[src/rtl/reset_seq_defs.vh]
`ifndef RESET_SEQ_DEFS_VH
`define RESET_SEQ_DEFS_VH

// clock rate in kHz
`define CLK_FREQ_KHZ 125000
// delay from detected power-good fall to reset assertion, in ns
`define PG_ASSERT_DELAY_NS 5000
`define PG_ASSERT_DELAY_CYC ((`PG_ASSERT_DELAY_NS * `CLK_FREQ_KHZ) / 1000000)
// minimum low time of each reset output, in us
`define RST_MIN_WIDTH_US 2000
`define RST_MIN_WIDTH_CYC ((`RST_MIN_WIDTH_US * (`CLK_FREQ_KHZ / 1000)))
// minimum power-good deassertion time treated as real, in ns
`define PG_MIN_LOW_NS 1000
`define PG_MIN_LOW_CYC ((`PG_MIN_LOW_NS * `CLK_FREQ_KHZ) / 1000000)
// synchroniser depth
`define SYNC_STAGES 2
// debug test pin count
`define TEST_PIN_COUNT 8
// reset value of the internal controller reset
`define CTRL_RST_RESET 1'b1

`endif

[src/rtl/power_loss_reset_sequencer.v]
`timescale 1ns/1ps
`include "reset_seq_defs.vh"

module power_loss_reset_sequencer #(
	parameter PG_DELAY_CYC = `PG_ASSERT_DELAY_CYC,
	parameter MIN_WIDTH_CYC = `RST_MIN_WIDTH_CYC,
	parameter PG_MIN_LOW_CYC = `PG_MIN_LOW_CYC,
	parameter PARK_WAIT_CYC = 16,
	parameter CNT_W = 20
) (
	input wire sys_clk,
	input wire rst,
	input wire power_on_sense,
	input wire supply_ok_warning,
	input wire chip_tristate_enable,
	input wire test_logic_reset_n,
	input wire sw_general_release,
	input wire sw_motor_release,
	input wire sw_general_force,
	input wire sw_motor_force,
	input wire internal_reset_req,
	input wire park_done,
	input wire [7:0] debug_test_out,
	input wire [7:0] debug_test_oe,
	output reg general_reset_out_n,
	output reg general_reset_oe,
	output reg motor_reset_out_n,
	output reg motor_reset_oe,
	output reg ctrl_reset,
	output reg park_req,
	output reg [7:0] debug_test_pin_out,
	output reg [7:0] debug_test_pin_oe,
	output reg scan_mode
);
	localparam [3:0] ST_RUN = 4'b0001;
	localparam [3:0] ST_QUAL = 4'b0010;
	localparam [3:0] ST_PARK = 4'b0100;
	localparam [3:0] ST_RESET = 4'b1000;

	wire [2:0] sync_w;
	wire pos_s;
	wire pg_s;
	wire tri_s;

	// power-on sense and power-good reset low so the chip starts held
	level_sync #(.WIDTH(3), .RESET_VAL(3'b000)) u_sync (
		.sys_clk(sys_clk),
		.rst(rst),
		.async_in({chip_tristate_enable, supply_ok_warning, power_on_sense}),
		.sync_out(sync_w)
	);
	assign pos_s = sync_w[0];
	assign pg_s = sync_w[1];
	assign tri_s = sync_w[2];

	function [CNT_W-1:0] cnt_dec;
		input [CNT_W-1:0] c;
		begin
			cnt_dec = (c == {CNT_W{1'b0}}) ? c : c - {{(CNT_W-1){1'b0}}, 1'b1};
		end
	endfunction

	reg [3:0] state_q, state_d;
	reg [CNT_W-1:0] qual_q, qual_d;
	reg [CNT_W-1:0] pgdly_q, pgdly_d;
	reg pgdly_run_q, pgdly_run_d;
	reg pg_fire;

	// power-good low qualification and park sequencing
	always @* begin
		state_d = state_q;
		qual_d = qual_q;
		case (state_q)
			ST_RUN: begin
				if (!pg_s) begin
					state_d = ST_QUAL;
					qual_d = PG_MIN_LOW_CYC[CNT_W-1:0];
				end
			end
			ST_QUAL: begin
				if (pg_s) begin
					state_d = ST_RUN;
				end else if (qual_q <= {{(CNT_W-1){1'b0}}, 1'b1}) begin
					state_d = ST_PARK;
					qual_d = PARK_WAIT_CYC[CNT_W-1:0];
				end else begin
					qual_d = cnt_dec(qual_q);
				end
			end
			ST_PARK: begin
				// park before full reset; bounded wait if no ack arrives
				if (park_done || qual_q == {CNT_W{1'b0}}) begin
					state_d = ST_RESET;
				end else begin
					qual_d = cnt_dec(qual_q);
				end
			end
			ST_RESET: begin
				if (pg_s && pos_s) begin
					state_d = ST_RUN;
				end
			end
			default: begin
				state_d = ST_RESET;
			end
		endcase
	end

	// 5 us delay from a falling power-good to reset output assertion
	always @* begin
		pgdly_d = pgdly_q;
		pgdly_run_d = pgdly_run_q;
		pg_fire = 1'b0;
		if (pg_s) begin
			pgdly_run_d = 1'b0;
		end else if (!pgdly_run_q && state_q == ST_RUN) begin
			pgdly_run_d = 1'b1;
			pgdly_d = PG_DELAY_CYC[CNT_W-1:0];
		end else if (pgdly_run_q) begin
			if (pgdly_q <= {{(CNT_W-1){1'b0}}, 1'b1}) begin
				pg_fire = 1'b1;
			end
			pgdly_d = cnt_dec(pgdly_q);
		end
	end

	always @(posedge sys_clk) begin
		if (rst) begin
			state_q <= ST_RESET;
			qual_q <= {CNT_W{1'b0}};
			pgdly_q <= {CNT_W{1'b0}};
			pgdly_run_q <= 1'b0;
		end else begin
			state_q <= state_d;
			qual_q <= qual_d;
			pgdly_q <= pgdly_d;
			pgdly_run_q <= pgdly_run_d;
		end
	end

	// common assertion cause for both reset outputs
	wire assert_cause = !pos_s || pg_fire || internal_reset_req;
	wire gen_cause = assert_cause || sw_general_force;
	wire mot_cause = assert_cause || sw_motor_force;

	// release needs power sense high; a new cause wins over it
	function chan_hold;
		input cause;
		input hold;
		input sw_rel;
		input sense_ok;
		begin
			if (cause) begin
				chan_hold = 1'b1;
			end else if (sw_rel && sense_ok) begin
				chan_hold = 1'b0;
			end else begin
				chan_hold = hold;
			end
		end
	endfunction

	// low while a cause, a software hold or the width count remains
	function chan_low;
		input cause;
		input hold;
		input [CNT_W-1:0] cnt;
		begin
			chan_low = cause || hold || (cnt != {CNT_W{1'b0}});
		end
	endfunction

	// debug enables gated off while power-good low or tristated
	function [7:0] pin_gate;
		input pg_low;
		input float_all;
		input [7:0] want;
		begin
			pin_gate = (pg_low || float_all) ? 8'h00 : want;
		end
	endfunction

	reg gen_hold_q, gen_hold_d;
	reg mot_hold_q, mot_hold_d;
	reg [CNT_W-1:0] gen_cnt_q, gen_cnt_d;
	reg [CNT_W-1:0] mot_cnt_q, mot_cnt_d;
	reg gen_low_q, gen_low_d;
	reg mot_low_q, mot_low_d;

	// width count restarts on every cause cycle, so it runs from the last one
	always @* begin
		gen_hold_d = chan_hold(gen_cause, gen_hold_q, sw_general_release, pos_s);
		gen_cnt_d = gen_cause ? MIN_WIDTH_CYC[CNT_W-1:0] : cnt_dec(gen_cnt_q);
		gen_low_d = chan_low(gen_cause, gen_hold_q, gen_cnt_q);
	end

	always @* begin
		mot_hold_d = chan_hold(mot_cause, mot_hold_q, sw_motor_release, pos_s);
		mot_cnt_d = mot_cause ? MIN_WIDTH_CYC[CNT_W-1:0] : cnt_dec(mot_cnt_q);
		mot_low_d = chan_low(mot_cause, mot_hold_q, mot_cnt_q);
	end

	// both channels start held low after reset
	always @(posedge sys_clk) begin
		if (rst) begin
			gen_hold_q <= 1'b1;
			gen_cnt_q <= MIN_WIDTH_CYC[CNT_W-1:0];
			gen_low_q <= 1'b1;
		end else begin
			gen_hold_q <= gen_hold_d;
			gen_cnt_q <= gen_cnt_d;
			gen_low_q <= gen_low_d;
		end
	end

	always @(posedge sys_clk) begin
		if (rst) begin
			mot_hold_q <= 1'b1;
			mot_cnt_q <= MIN_WIDTH_CYC[CNT_W-1:0];
			mot_low_q <= 1'b1;
		end else begin
			mot_hold_q <= mot_hold_d;
			mot_cnt_q <= mot_cnt_d;
			mot_low_q <= mot_low_d;
		end
	end

	// general reset pin; tristate enable floats it
	always @(posedge sys_clk) begin
		if (rst) begin
			general_reset_out_n <= 1'b0;
			general_reset_oe <= 1'b1;
		end else begin
			general_reset_out_n <= !gen_low_q;
			general_reset_oe <= !tri_s;
		end
	end

	// motor reset pin; same gating as the general one
	always @(posedge sys_clk) begin
		if (rst) begin
			motor_reset_out_n <= 1'b0;
			motor_reset_oe <= 1'b1;
		end else begin
			motor_reset_out_n <= !mot_low_q;
			motor_reset_oe <= !tri_s;
		end
	end

	// held while power-good low, and through the reset state; the park state alone does not hold it
	always @(posedge sys_clk) begin
		if (rst) begin
			ctrl_reset <= `CTRL_RST_RESET;
		end else begin
			ctrl_reset <= !pg_s || state_q == ST_RESET;
		end
	end

	always @(posedge sys_clk) begin
		if (rst) begin
			park_req <= 1'b0;
		end else begin
			park_req <= (state_q == ST_PARK);
		end
	end

	always @(posedge sys_clk) begin
		if (rst) begin
			debug_test_pin_out <= 8'h00;
		end else begin
			debug_test_pin_out <= debug_test_out;
		end
	end

	// pins float during power loss whatever the debug side wants
	always @(posedge sys_clk) begin
		if (rst) begin
			debug_test_pin_oe <= 8'h00;
		end else begin
			debug_test_pin_oe <= pin_gate(!pg_s, tri_s, debug_test_oe);
		end
	end

	// test reset low is normal mode; high only for scan or debug
	always @(posedge sys_clk) begin
		if (rst) begin
			scan_mode <= 1'b0;
		end else begin
			scan_mode <= test_logic_reset_n;
		end
	end
endmodule // power_loss_reset_sequencer

[src/rtl/level_sync.v]
`timescale 1ns/1ps
`include "reset_seq_defs.vh"

// two-stage synchroniser; only the last stage is visible
module level_sync #(
	parameter WIDTH = 3,
	parameter [WIDTH-1:0] RESET_VAL = {WIDTH{1'b0}}
) (
	input wire sys_clk,
	input wire rst,
	input wire [WIDTH-1:0] async_in,
	output wire [WIDTH-1:0] sync_out
);
	reg [WIDTH-1:0] meta_q;
	reg [WIDTH-1:0] sync_q;

	always @(posedge sys_clk) begin
		if (rst) begin
			meta_q <= RESET_VAL;
			sync_q <= RESET_VAL;
		end else begin
			meta_q <= async_in;
			sync_q <= meta_q;
		end
	end

	assign sync_out = sync_q;
endmodule // level_sync

[config.mk]
export PLATFORM = sky130hd
export DESIGN_NAME = power_loss_reset_sequencer
export DESIGN_NICKNAME = d
export VERILOG_FILES = /design/src/rtl/power_loss_reset_sequencer.v /design/src/rtl/level_sync.v
export VERILOG_INCLUDE_DIRS = /design/src /design/src/rtl
export SDC_FILE = /design/constraint.sdc
export NUM_CORES = 1
export LEC_CHECK = 0
export BUFFER_PORTS_ARGS = -buffer_cell sky130_fd_sc_hd__buf_2
export CORE_MARGIN = 2
export CORE_UTILIZATION = 50
export CTS_BUF_LIST = sky130_fd_sc_hd__clkbuf_8 sky130_fd_sc_hd__clkbuf_16
export DETAILED_ROUTE_END_ITERATION = 8
export PLACE_DENSITY_LB_ADDON = 0.12
export REMOVE_ABC_BUFFERS = 1
export SETUP_SLACK_MARGIN = 0.2
export SLEW_MARGIN = 20
export SYNTH_ARGS = -nofsm -noshare
export SYNTH_HDL_FRONTEND = slang
export SYNTH_HIERARCHICAL = 1
export SYNTH_SLANG_ARGS = --single-unit
[constraint.sdc]
create_clock -name sys_clk -period 3.8 [get_ports sys_clk]
set_clock_uncertainty 0.1 [all_clocks]
set_input_delay 0.38 -clock sys_clk [delete_from_list [all_inputs] [get_ports sys_clk]]
set_output_delay 0.38 -clock sys_clk [all_outputs]
set_load 0.005 [all_outputs]
After elaboration in Yosys (flattened, before gate mapping)
Cells that the tools add are included.
Word-level totals
  bits in registers: 117
  output and inout bits: 23
Cells by class
  equality and inequality tests: 11
  reduce and logical (&&, ||, !) cells: 36
  muxes and demuxes: 19
  $add $sub $neg: 4
  magnitude comparators: 2
  bitwise operators: 1
Operators by type and width (count)
  $mux W20: 8
  $logic_not A20 Y1: 4
  $sub A20 B1 Y20 const B: 4
  $pmux W20 S3: 1
  $le A20 B1 Y1 const B: 2
  $reduce_bool A20 Y1: 2
  $mux W4: 5
  $pmux W4 S4: 1
  $ne A2 B2 Y1 const B: 6
  $logic_or A1 B1 Y1: 11
  $reduce_and A4 Y1: 2
  $reduce_or A2 Y1: 4
  $logic_not A1 Y1: 6
  $eq A4 B1 Y1 const B: 1
  $eq A4 B2 Y1 const B: 1
  $eq A4 B3 Y1 const B: 1
  $eq A4 B4 Y1 const B: 1
  $logic_and A1 B1 Y1: 4
  $mux W1: 4
  $ne A3 B2 Y1 const B: 1
  $reduce_and A3 Y1: 1
  $reduce_bool A3 Y1: 1
  $reduce_bool A2 Y1: 1
  $not A1 Y1: 1

Logic depth before layout (Yosys ltp)
Gate-level depths: netlist of the first run.
  word-level depth: 10
  gate-level depth with buffers: 8
  gate-level depth less buffers: 7

Hierarchy
Netlist of the first run, hierarchy kept.
Modules (own cells, without submodules)
  power_loss_reset_sequencer: instances 1, cells each 610, area an instance 5292.6 µm²
  level_sync: instances 1, cells each 12, area an instance 157.7 µm²

Least setup slack after synthesis of the first run
OpenSTA, ideal clock, no wires.
  path type: reg-to-reg
  start: reg gen_cnt_q[14]
  end: reg gen_low_q
  data required time: 3.573 ns
  buffers on the path: 1
  cell stages (with the launch flop): 6
  setup slack: 1.458 ns
  library setup time: 0.127 ns
  arrival: 2.115 ns
  cells stage by stage: dfxtp_1 > or4_4 > or4_4 > buf_6 > or3_4 > or3_1
On the way
  word-level cells in the longest chain between the ends: 2
Ends and longest elaborated chain
  start, declared: line power_loss_reset_sequencer.v:185  | reg [CNT_W-1:0] gen_cnt_q, gen_cnt_d;
  start signal, assigned: line power_loss_reset_sequencer.v:207  | gen_cnt_q <= MIN_WIDTH_CYC[CNT_W-1:0];
  start signal, assigned: line power_loss_reset_sequencer.v:211  | gen_cnt_q <= gen_cnt_d;
  $reduce_bool A20 Y1: line power_loss_reset_sequencer.v:169  | chan_low = cause || hold || (cnt != {CNT_W{1'b0}});
  $logic_or A1 B1 Y1: line power_loss_reset_sequencer.v:169
  end signal, assigned: line power_loss_reset_sequencer.v:212  | gen_low_q <= gen_low_d;
  end, declared: line power_loss_reset_sequencer.v:187  | reg gen_low_q, gen_low_d;
No other way between the ends.
A chain may end at the register's enable or synchronous reset.

Final worst setup path of the first run
  start: reg pgdly_q[8]
  end: reg pgdly_q[19]
On the way
  word-level cells in the longest chain between the ends: 4
  elaborated cells between the ends (all ways): 7
  those cells by class: add/sub (1); eq/ne (1); mux (3); reduce/logical (2)
Ends and longest elaborated chain
  start, declared: line power_loss_reset_sequencer.v:65  | reg [CNT_W-1:0] pgdly_q, pgdly_d;
  start signal, assigned: line power_loss_reset_sequencer.v:131  | pgdly_q <= {CNT_W{1'b0}};
  start signal, assigned: line power_loss_reset_sequencer.v:136  | pgdly_q <= pgdly_d;
  $sub A20 B1 Y20: line power_loss_reset_sequencer.v:59  | cnt_dec = (c == {CNT_W{1'b0}}) ? c : c - {{(CNT_W-1){1'b0}}, 1'b1};
  $mux W20: line power_loss_reset_sequencer.v:59
  $mux W20: line power_loss_reset_sequencer.v:119  | end else if (pgdly_run_q) begin
  $mux W20: line power_loss_reset_sequencer.v:116  | end else if (!pgdly_run_q && state_q == ST_RUN) begin
Several ways; a longest one is shown, not always the timed one. The select of a mux whose other input is x is not followed.

==> impl_metrics.toml, run 1 <==
[sta]
tightestPinTransition_ns = 0.907
slew_viol_final = 0
rsz0062_at_grt = "no"
hold_viol = 0
finalSetupViolCount = 0
min_period_ns = 2.53
fin_setup_tns_ns = 0
fmax_ghz = 0.395
relSlewSlack_pct = 38.6
fin_crit_sh_pct = 66.6

[synthesis]
ys_seq_area_share_pct = 43.0
yosysTopAreaCellShare_pct = 43.0
ys_seq_elements = 117
synth-async-reset-ratio_pct = 0
ys.flop_type = "dfxtp_1"
yosysUniqueCellTypes = 68
syn-cell-area_sq_mm = 0.00545
syn_inst = 622
synth.avg_cell_area_sq_um = 8.76
synthTopCellsByArea = "dfxtp_1, nor2_1, a21oi_1"
synth_edf_count = 0
synth_area_leader_cell = "dfxtp_1"
ys_warn_count = 6

[routing]
vias_per_cell = 5.77
route.detailed.drc = 0
vias = 4827
antenna_left = 0
drtIter0Drc = 313
routed.top_layer = "met4"
dr_wl_met2_mm = 6.11
wirelength_met1_mm = 5.53
drt_wl_total_mm = 12.2
met3_length_um = 465
firstDrtPassIters = 5
wire_per_inst_um = 14.6

[power]
seq_power_share_pct = 41.4
power_mw = 3.06
p_leak_nw = 2.56
p_int_mw = 2.42
p_per_area_mw_per_mm2 = 465
comb_power_share_pct = 3.7
ir_worst_vdd_uv = 340
sw_frac_of_total_pct = 20.9
p_sw_uw = 638
p_clk_share_pct = 54.9

[layout]
final_common_cell = "dfxtp_1"
drive_gt1_share_pct = 16.2
antenna_cells = 0
mostFrequentLayoutCells = "dfxtp_1, nor2_1, buf_2"
nNetsFinal = 719
syn_to_final_growth_pct = 20.6

[worst_setup_path]
cp_max_fo = 10
endpoint_kind = "register"
worstPathRequired_ns = 4.14
critical_path.max_stage_delay_ns = 0.86
critPathLaunchType = "register"
worstPathCellList = "nor4_1, nand2_1, o311ai_1, o21ai_0, a21oi_1"
criticalPathCategory = "reg2reg"
r2r_slack_ns = 1.27
crit_slowest_cell = "o311ai_1"
cp.arrival_ns = 2.87

[floorplan]
start_util_pct = 50.7
num_rows = 38
dieWidth_um = 108
core_area_sq_mm = 0.0107
fp.dieH_um = 108
die_area_sq_mm = 0.0118
io_pins = 51

[clock_tree]
cts.sinks = 117
post_cts_resized = 0
cts_setup_buffers = 0
numCtsBuffers = 17
cts_hold_buf = 16
clk_latency_ns = 0.51
path_clk_slew_ns = 0.06
cts_htree_levels = 4
cts_tree = "yes"
cts_buffer_depth = 2
cts-root-buf = "clkbuf_8"

[place]
io_buffer_count = 50
place.gp.congestion = 0.850
dp_hpwl_mm = 8.29

[global_routing]
grt_pass1_wl_mm = 20.3
grt_pass1_vias = 4463
grt_max_degree = 41
antenna_found_initial = 0
grt_usage_pct = 21.6
overflow = 0

[run]
drv_cap = 0

[worst_hold_path]
hold_class = "in2reg"

[run_status]
status = "complete, no violations"
## flip-flops by register name, indices dropped and copies added (netlist names)
| name | flops |
|---|---|
| qual_q | 20 |
| mot_hold_q | 1 |
| pgdly_q | 20 |
| motor_reset_oe | 1 |
| state_q | 4 |
| mot_low_q | 1 |
| pgdly_run_q | 1 |
| debug_test_pin_out | 8 |
| gen_hold_q | 1 |
| ctrl_reset | 1 |
| gen_low_q | 1 |
| gen_cnt_q | 20 |
| general_reset_out_n | 1 |
| mot_cnt_q | 20 |
| park_req | 1 |
| debug_test_pin_oe | 8 |
| scan_mode | 1 |
| u_sync/meta_q | 3 |
| u_sync/sync_out | 3 |
| motor_reset_out_n | 1 |
## routing by layer
layer | up-vias | track usage, %
li1 | 2441 | -
met1 | 2294 | 26.4
met2 | 79 | 36.6
met3 | 13 | 5.73
met4 | 0 | 7.51
met5 | - | 0
## worst paths after layout
check / from / end / depth (start not counted)
worst min register to register: mot_low_q / motor_reset_out_n / 1
worst min-delay path: supply_ok_warning / u_sync/meta_q[1] / 2
worst max-delay path: pgdly_q[8] / pgdly_q[19] / 5
worst max register to register: pgdly_q[8] / pgdly_q[19] / 5
## cell usage after synthesis (all sizes together) (4+ instances only)
cell       n
nand2     32
o31ai     15
nor3b      4
o21ai     30
o41ai      6
dfxtp    117
a21o       6
xor2      12
inv       22
nor2      65
a2111oi    5
buf       10
nand4      4
or4b       5
o211ai     4
a31oi      6
nand3     15
xnor2     16
or3       26
nor4      23
or2        8
nor4b      6
ha         7
nand4b     6
a21oi     42
clkbuf    16
nor3      21
o311ai     7
nor2b     21
a211oi     5
or4       21
and2       9
## critical path, delay by kind of cell (launching register included)
kind / cells / cell delay, ns
DFF: 1 / 0.35
AOI/OAI and AO/OA: 3 / 1.21
and+or+nand+nor: 2 / 0.79
## power groups by stage
stage	combinational (mW)	sequential, mW	clock, mW
finish	0.114	1.26	1.68
floorplan	0.0588	1.29	0
detailed placement	0.101	1.29	0
global route	0.126	1.27	1.76
CTS	0.114	1.26	1.71
global placement	0.0987	1.29	0
## logic make-up (layout without fill, tap and decap cells)
group	Yosys count	after routing	synth area share (%)
muxes	2	2	0.367
and+or+nand+nor	278	278	29.4
adders and majority gates	7	7	1.61
AOI/OAI and AO/OA	142	142	17.5
DFF	117	117	43.0
buffers and inverters	48	123	3.67
xor gates and xnor gates	28	28	4.50
## layout make-up
type | count | area, sq um
Tap cell | 140 | 175
Timing Repair Buffer | 69 | 433
Inverter | 22 | 82.6
Sequential cell | 117 | 2340
Fill cell | 963 | 4170
Multi-Input combinational cell | 457 | 2910
Clock inverter | 12 | 175
Clock buffer | 20 | 455
## through the flow
step	utilization, %	std cells	setup slack, ns	hold WS [ns]	cell area, sq um
global placement	53.8	789	1.37	0.265	5780
floorplan	-	596	1.38	0.258	5330
global route	61.2	837	0.947	0.000671	6570
detailed placement	53.8	789	1.29	0.275	5780
CTS	61.2	837	1.28	0.00265	6570
finish	61.2	837	1.27	0.0189	6570
(Power assumes the default switching activity.)
==> run 2, diff against run 1 <==
Settings changed: ABC_AREA set to 1.
Clock period 3.8 ns to 2.24 ns, I/O delays scaled along.
==> run 2 against run 1 <==
Net effect:
- combinational power grew to 20 times the previous value
- sequential power increased by 81%
- synthesized area increased by 9.4%
- first-iteration DRC count decreased by 12%
- critical endpoint is now gen_cnt_q[4]
- critical path type unchanged
- flip-flop and latch count unchanged
- fmax grew 36%
- global-route usage grew 0.45 points
- die area increased by 9.0%
- the run now ends with design-rule violations left
- register-to-register slack worse by 0.89 ns
- final cell count up 35%
==> impl_metrics.toml, run 2 <==
[run_status]
status = "finished, violations left"
violations = "design-rule violations"

[run]
drv_cap = 0

[routing]
drt_wl_total_mm = 13.5
antenna_left = 0
vias_per_cell = 4.86
vias = 5499
firstDrtPassIters = 6
wire_per_inst_um = 11.9
drtIter0Drc = 275
route.detailed.drc = 6

[sta]
finalSetupViolCount = 0
relSlewSlack_pct = 66.6
fin_crit_sh_pct = 83.3
min_period_ns = 1.87
fmax_ghz = 0.536
fin_setup_tns_ns = 0
tightestPinTransition_ns = 0.497
worst_slack_ns = 0.374
slew_viol_final = 0
rsz0062_at_grt = "no"
hold_viol = 0
holdWs_ns = 0.0298

[worst_hold_path]
holdCritStartpoint = "rst"
hold_class = "in2reg"
holdPathEnd = "u_sync/meta_q[0]"
worstHoldPathCells = 2

[place]
io_buffer_count = 50
dpl.cell_count = 1070
dp_slack_ns = 0.159
dp_hpwl_mm = 9.57
place.gp.congestion = 0.929

[global_routing]
antenna_found_initial = 0
grt_usage_pct = 22.0
overflow = 0
grt_max_degree = 31
grt_pass1_wl_mm = 23.0
grt_pass1_vias = 5118

[floorplan]
fp.dieH_um = 113
die_area_sq_mm = 0.0128
core_area_sq_mm = 0.0115
dieWidth_um = 113
num_rows = 39
io_pins = 51
start_util_pct = 51.8

[layout]
nNetsFinal = 1011
n_fill_cell = 1077
drive_gt1_share_pct = 15.6
mostFrequentLayoutCells = "nor2_1, nand2_1, dfxtp_1"
final_common_cell = "nor2_1"
antenna_cells = 0
syn_to_final_growth_pct = 23.0
final_cells = 1132
fin_util_pct = 63.7

[worst_setup_path]
r2r_cells = 10
worstPathRequired_ns = 2.44
cp.arrival_ns = 2.07
r2r-end = "gen_cnt_q[4]"
critPathLaunchType = "register"
endpoint_kind = "register"
reg2reg_from = "gen_cnt_q[0]"
cp_max_fo = 5
criticalPathCategory = "reg2reg"
r2r_slack_ns = 0.37

[synthesis]
ys_seq_elements = 117
yosysUniqueCellTypes = 43
synth.avg_cell_area_sq_um = 6.76
synth_edf_count = 0
ys.flop_type = "dfxtp_1"
ys_warn_count = 6
synth-async-reset-ratio_pct = 0
synthTopCellsByArea = "dfxtp_1, nor2_1, nand2_1"
syn-cell-area_sq_mm = 0.00596
yosysTopAreaCellShare_pct = 39.3
synth_common_cells = "nor2_1, nand2_1, dfxtp_1, inv_1, a21oi_1"
ys_seq_area_share_pct = 39.3
yosysMostFrequentCell = "nor2_1"
syn_inst = 882
synth_area_leader_cell = "dfxtp_1"

[power]
p_per_area_mw_per_mm2 = 968
ir_worst_vdd_uv = 505
p_leak_nw = 3.47

[clock_tree]
cts.sinks = 117
clk_latency_ns = 0.42
numCtsBuffers = 17
path_clk_slew_ns = 0.05
cts-root-buf = "clkbuf_16"
cts_htree_levels = 4
cts_tree = "yes"
cts_buffer_depth = 2
run 2: per-stage QoR:
stage | cell area (sq um) | power [mW]
global route | 7330 | 7.56
detailed placement | 6380 | 4.44
floorplan | 5880 | 3.96
CTS | 7210 | 7.06
global placement | 6380 | 4.44
finish | 7330 | 7.10
run 2: area by class of cell:
| class | instances | area [sq um] | area share (%) |
|---|---|---|---|
| clock inverter | 12 | 105 | 1.43 |
| timing repair buffer | 90 | 631 | 8.60 |
| tap | 143 | 179 | 2.44 |
| inverter | 121 | 463 | 6.31 |
| clock buffer | 20 | 467 | 6.36 |
| multi-input combinational | 629 | 3150 | 42.9 |
| sequential | 117 | 2340 | 32.0 |
run 2: report_power, final:
part | internal (mW) | total (mW) | switching, mW
logic | 0.810 | 2.25 | 1.44
clock network | 1.60 | 2.57 | 0.962
registers | 2.18 | 2.28 | 0.0956
run 2: cells by family after synthesis:
logic type                 Yosys count  share of synthesized area [%]
xor gates and xnor gates            36                           5.29
DFF                                117                           39.3
and+or+nand+nor                    500                           36.8
AOI/OAI and AO/OA                   86                           8.08
buffers and inverters              136                           9.07
adders and majority gates            7                           1.47
run 2: layer usage:
layer	wire length (um)	track usage [%]	up-vias	part of all wire [%]
met5	0	0	-	0
met4	157	7.48	0	1.2
met3	587	6.05	13	4.4
met2	6170	35.7	91	46
met1	6550	28.4	2424	49
li1	-	-	2971	-
run 2: how the worst max path moves through the flow:
stage,startpoint,endpoint
after floorplan,pgdly_q[0],pgdly_q[16]
after global placement,pgdly_q[0],gen_cnt_q[16]
after detailed placement,pgdly_q[0],gen_cnt_q[16]
after CTS,pgdly_q[0],gen_cnt_q[8]
after global routing,gen_cnt_q[0],gen_cnt_q[14]
final,gen_cnt_q[0],gen_cnt_q[4]
run 2: worst max-delay path, stage by stage (launching register included):
cell and delay, ns:
dfxtp_1 0.32, inv_1 0.13, ha_2 0.23, nand2_1 0.09, nor2_1 0.15, nand3b_1 0.14, nor2_2 0.14, nand3_2 0.13
buf_4 0.18, nand3_1 0.06, o211ai_1 0.07
run 2: what timing repair did:
item / in CTS / in global routing
resized for setup: 3 / 21
setup endpoints to repair: 5 / 64
hold endpoints to repair: 22 / 0
pin swaps: 0 / 3
hold buffers: 22 / 0
buffers inserted: 2 / 6
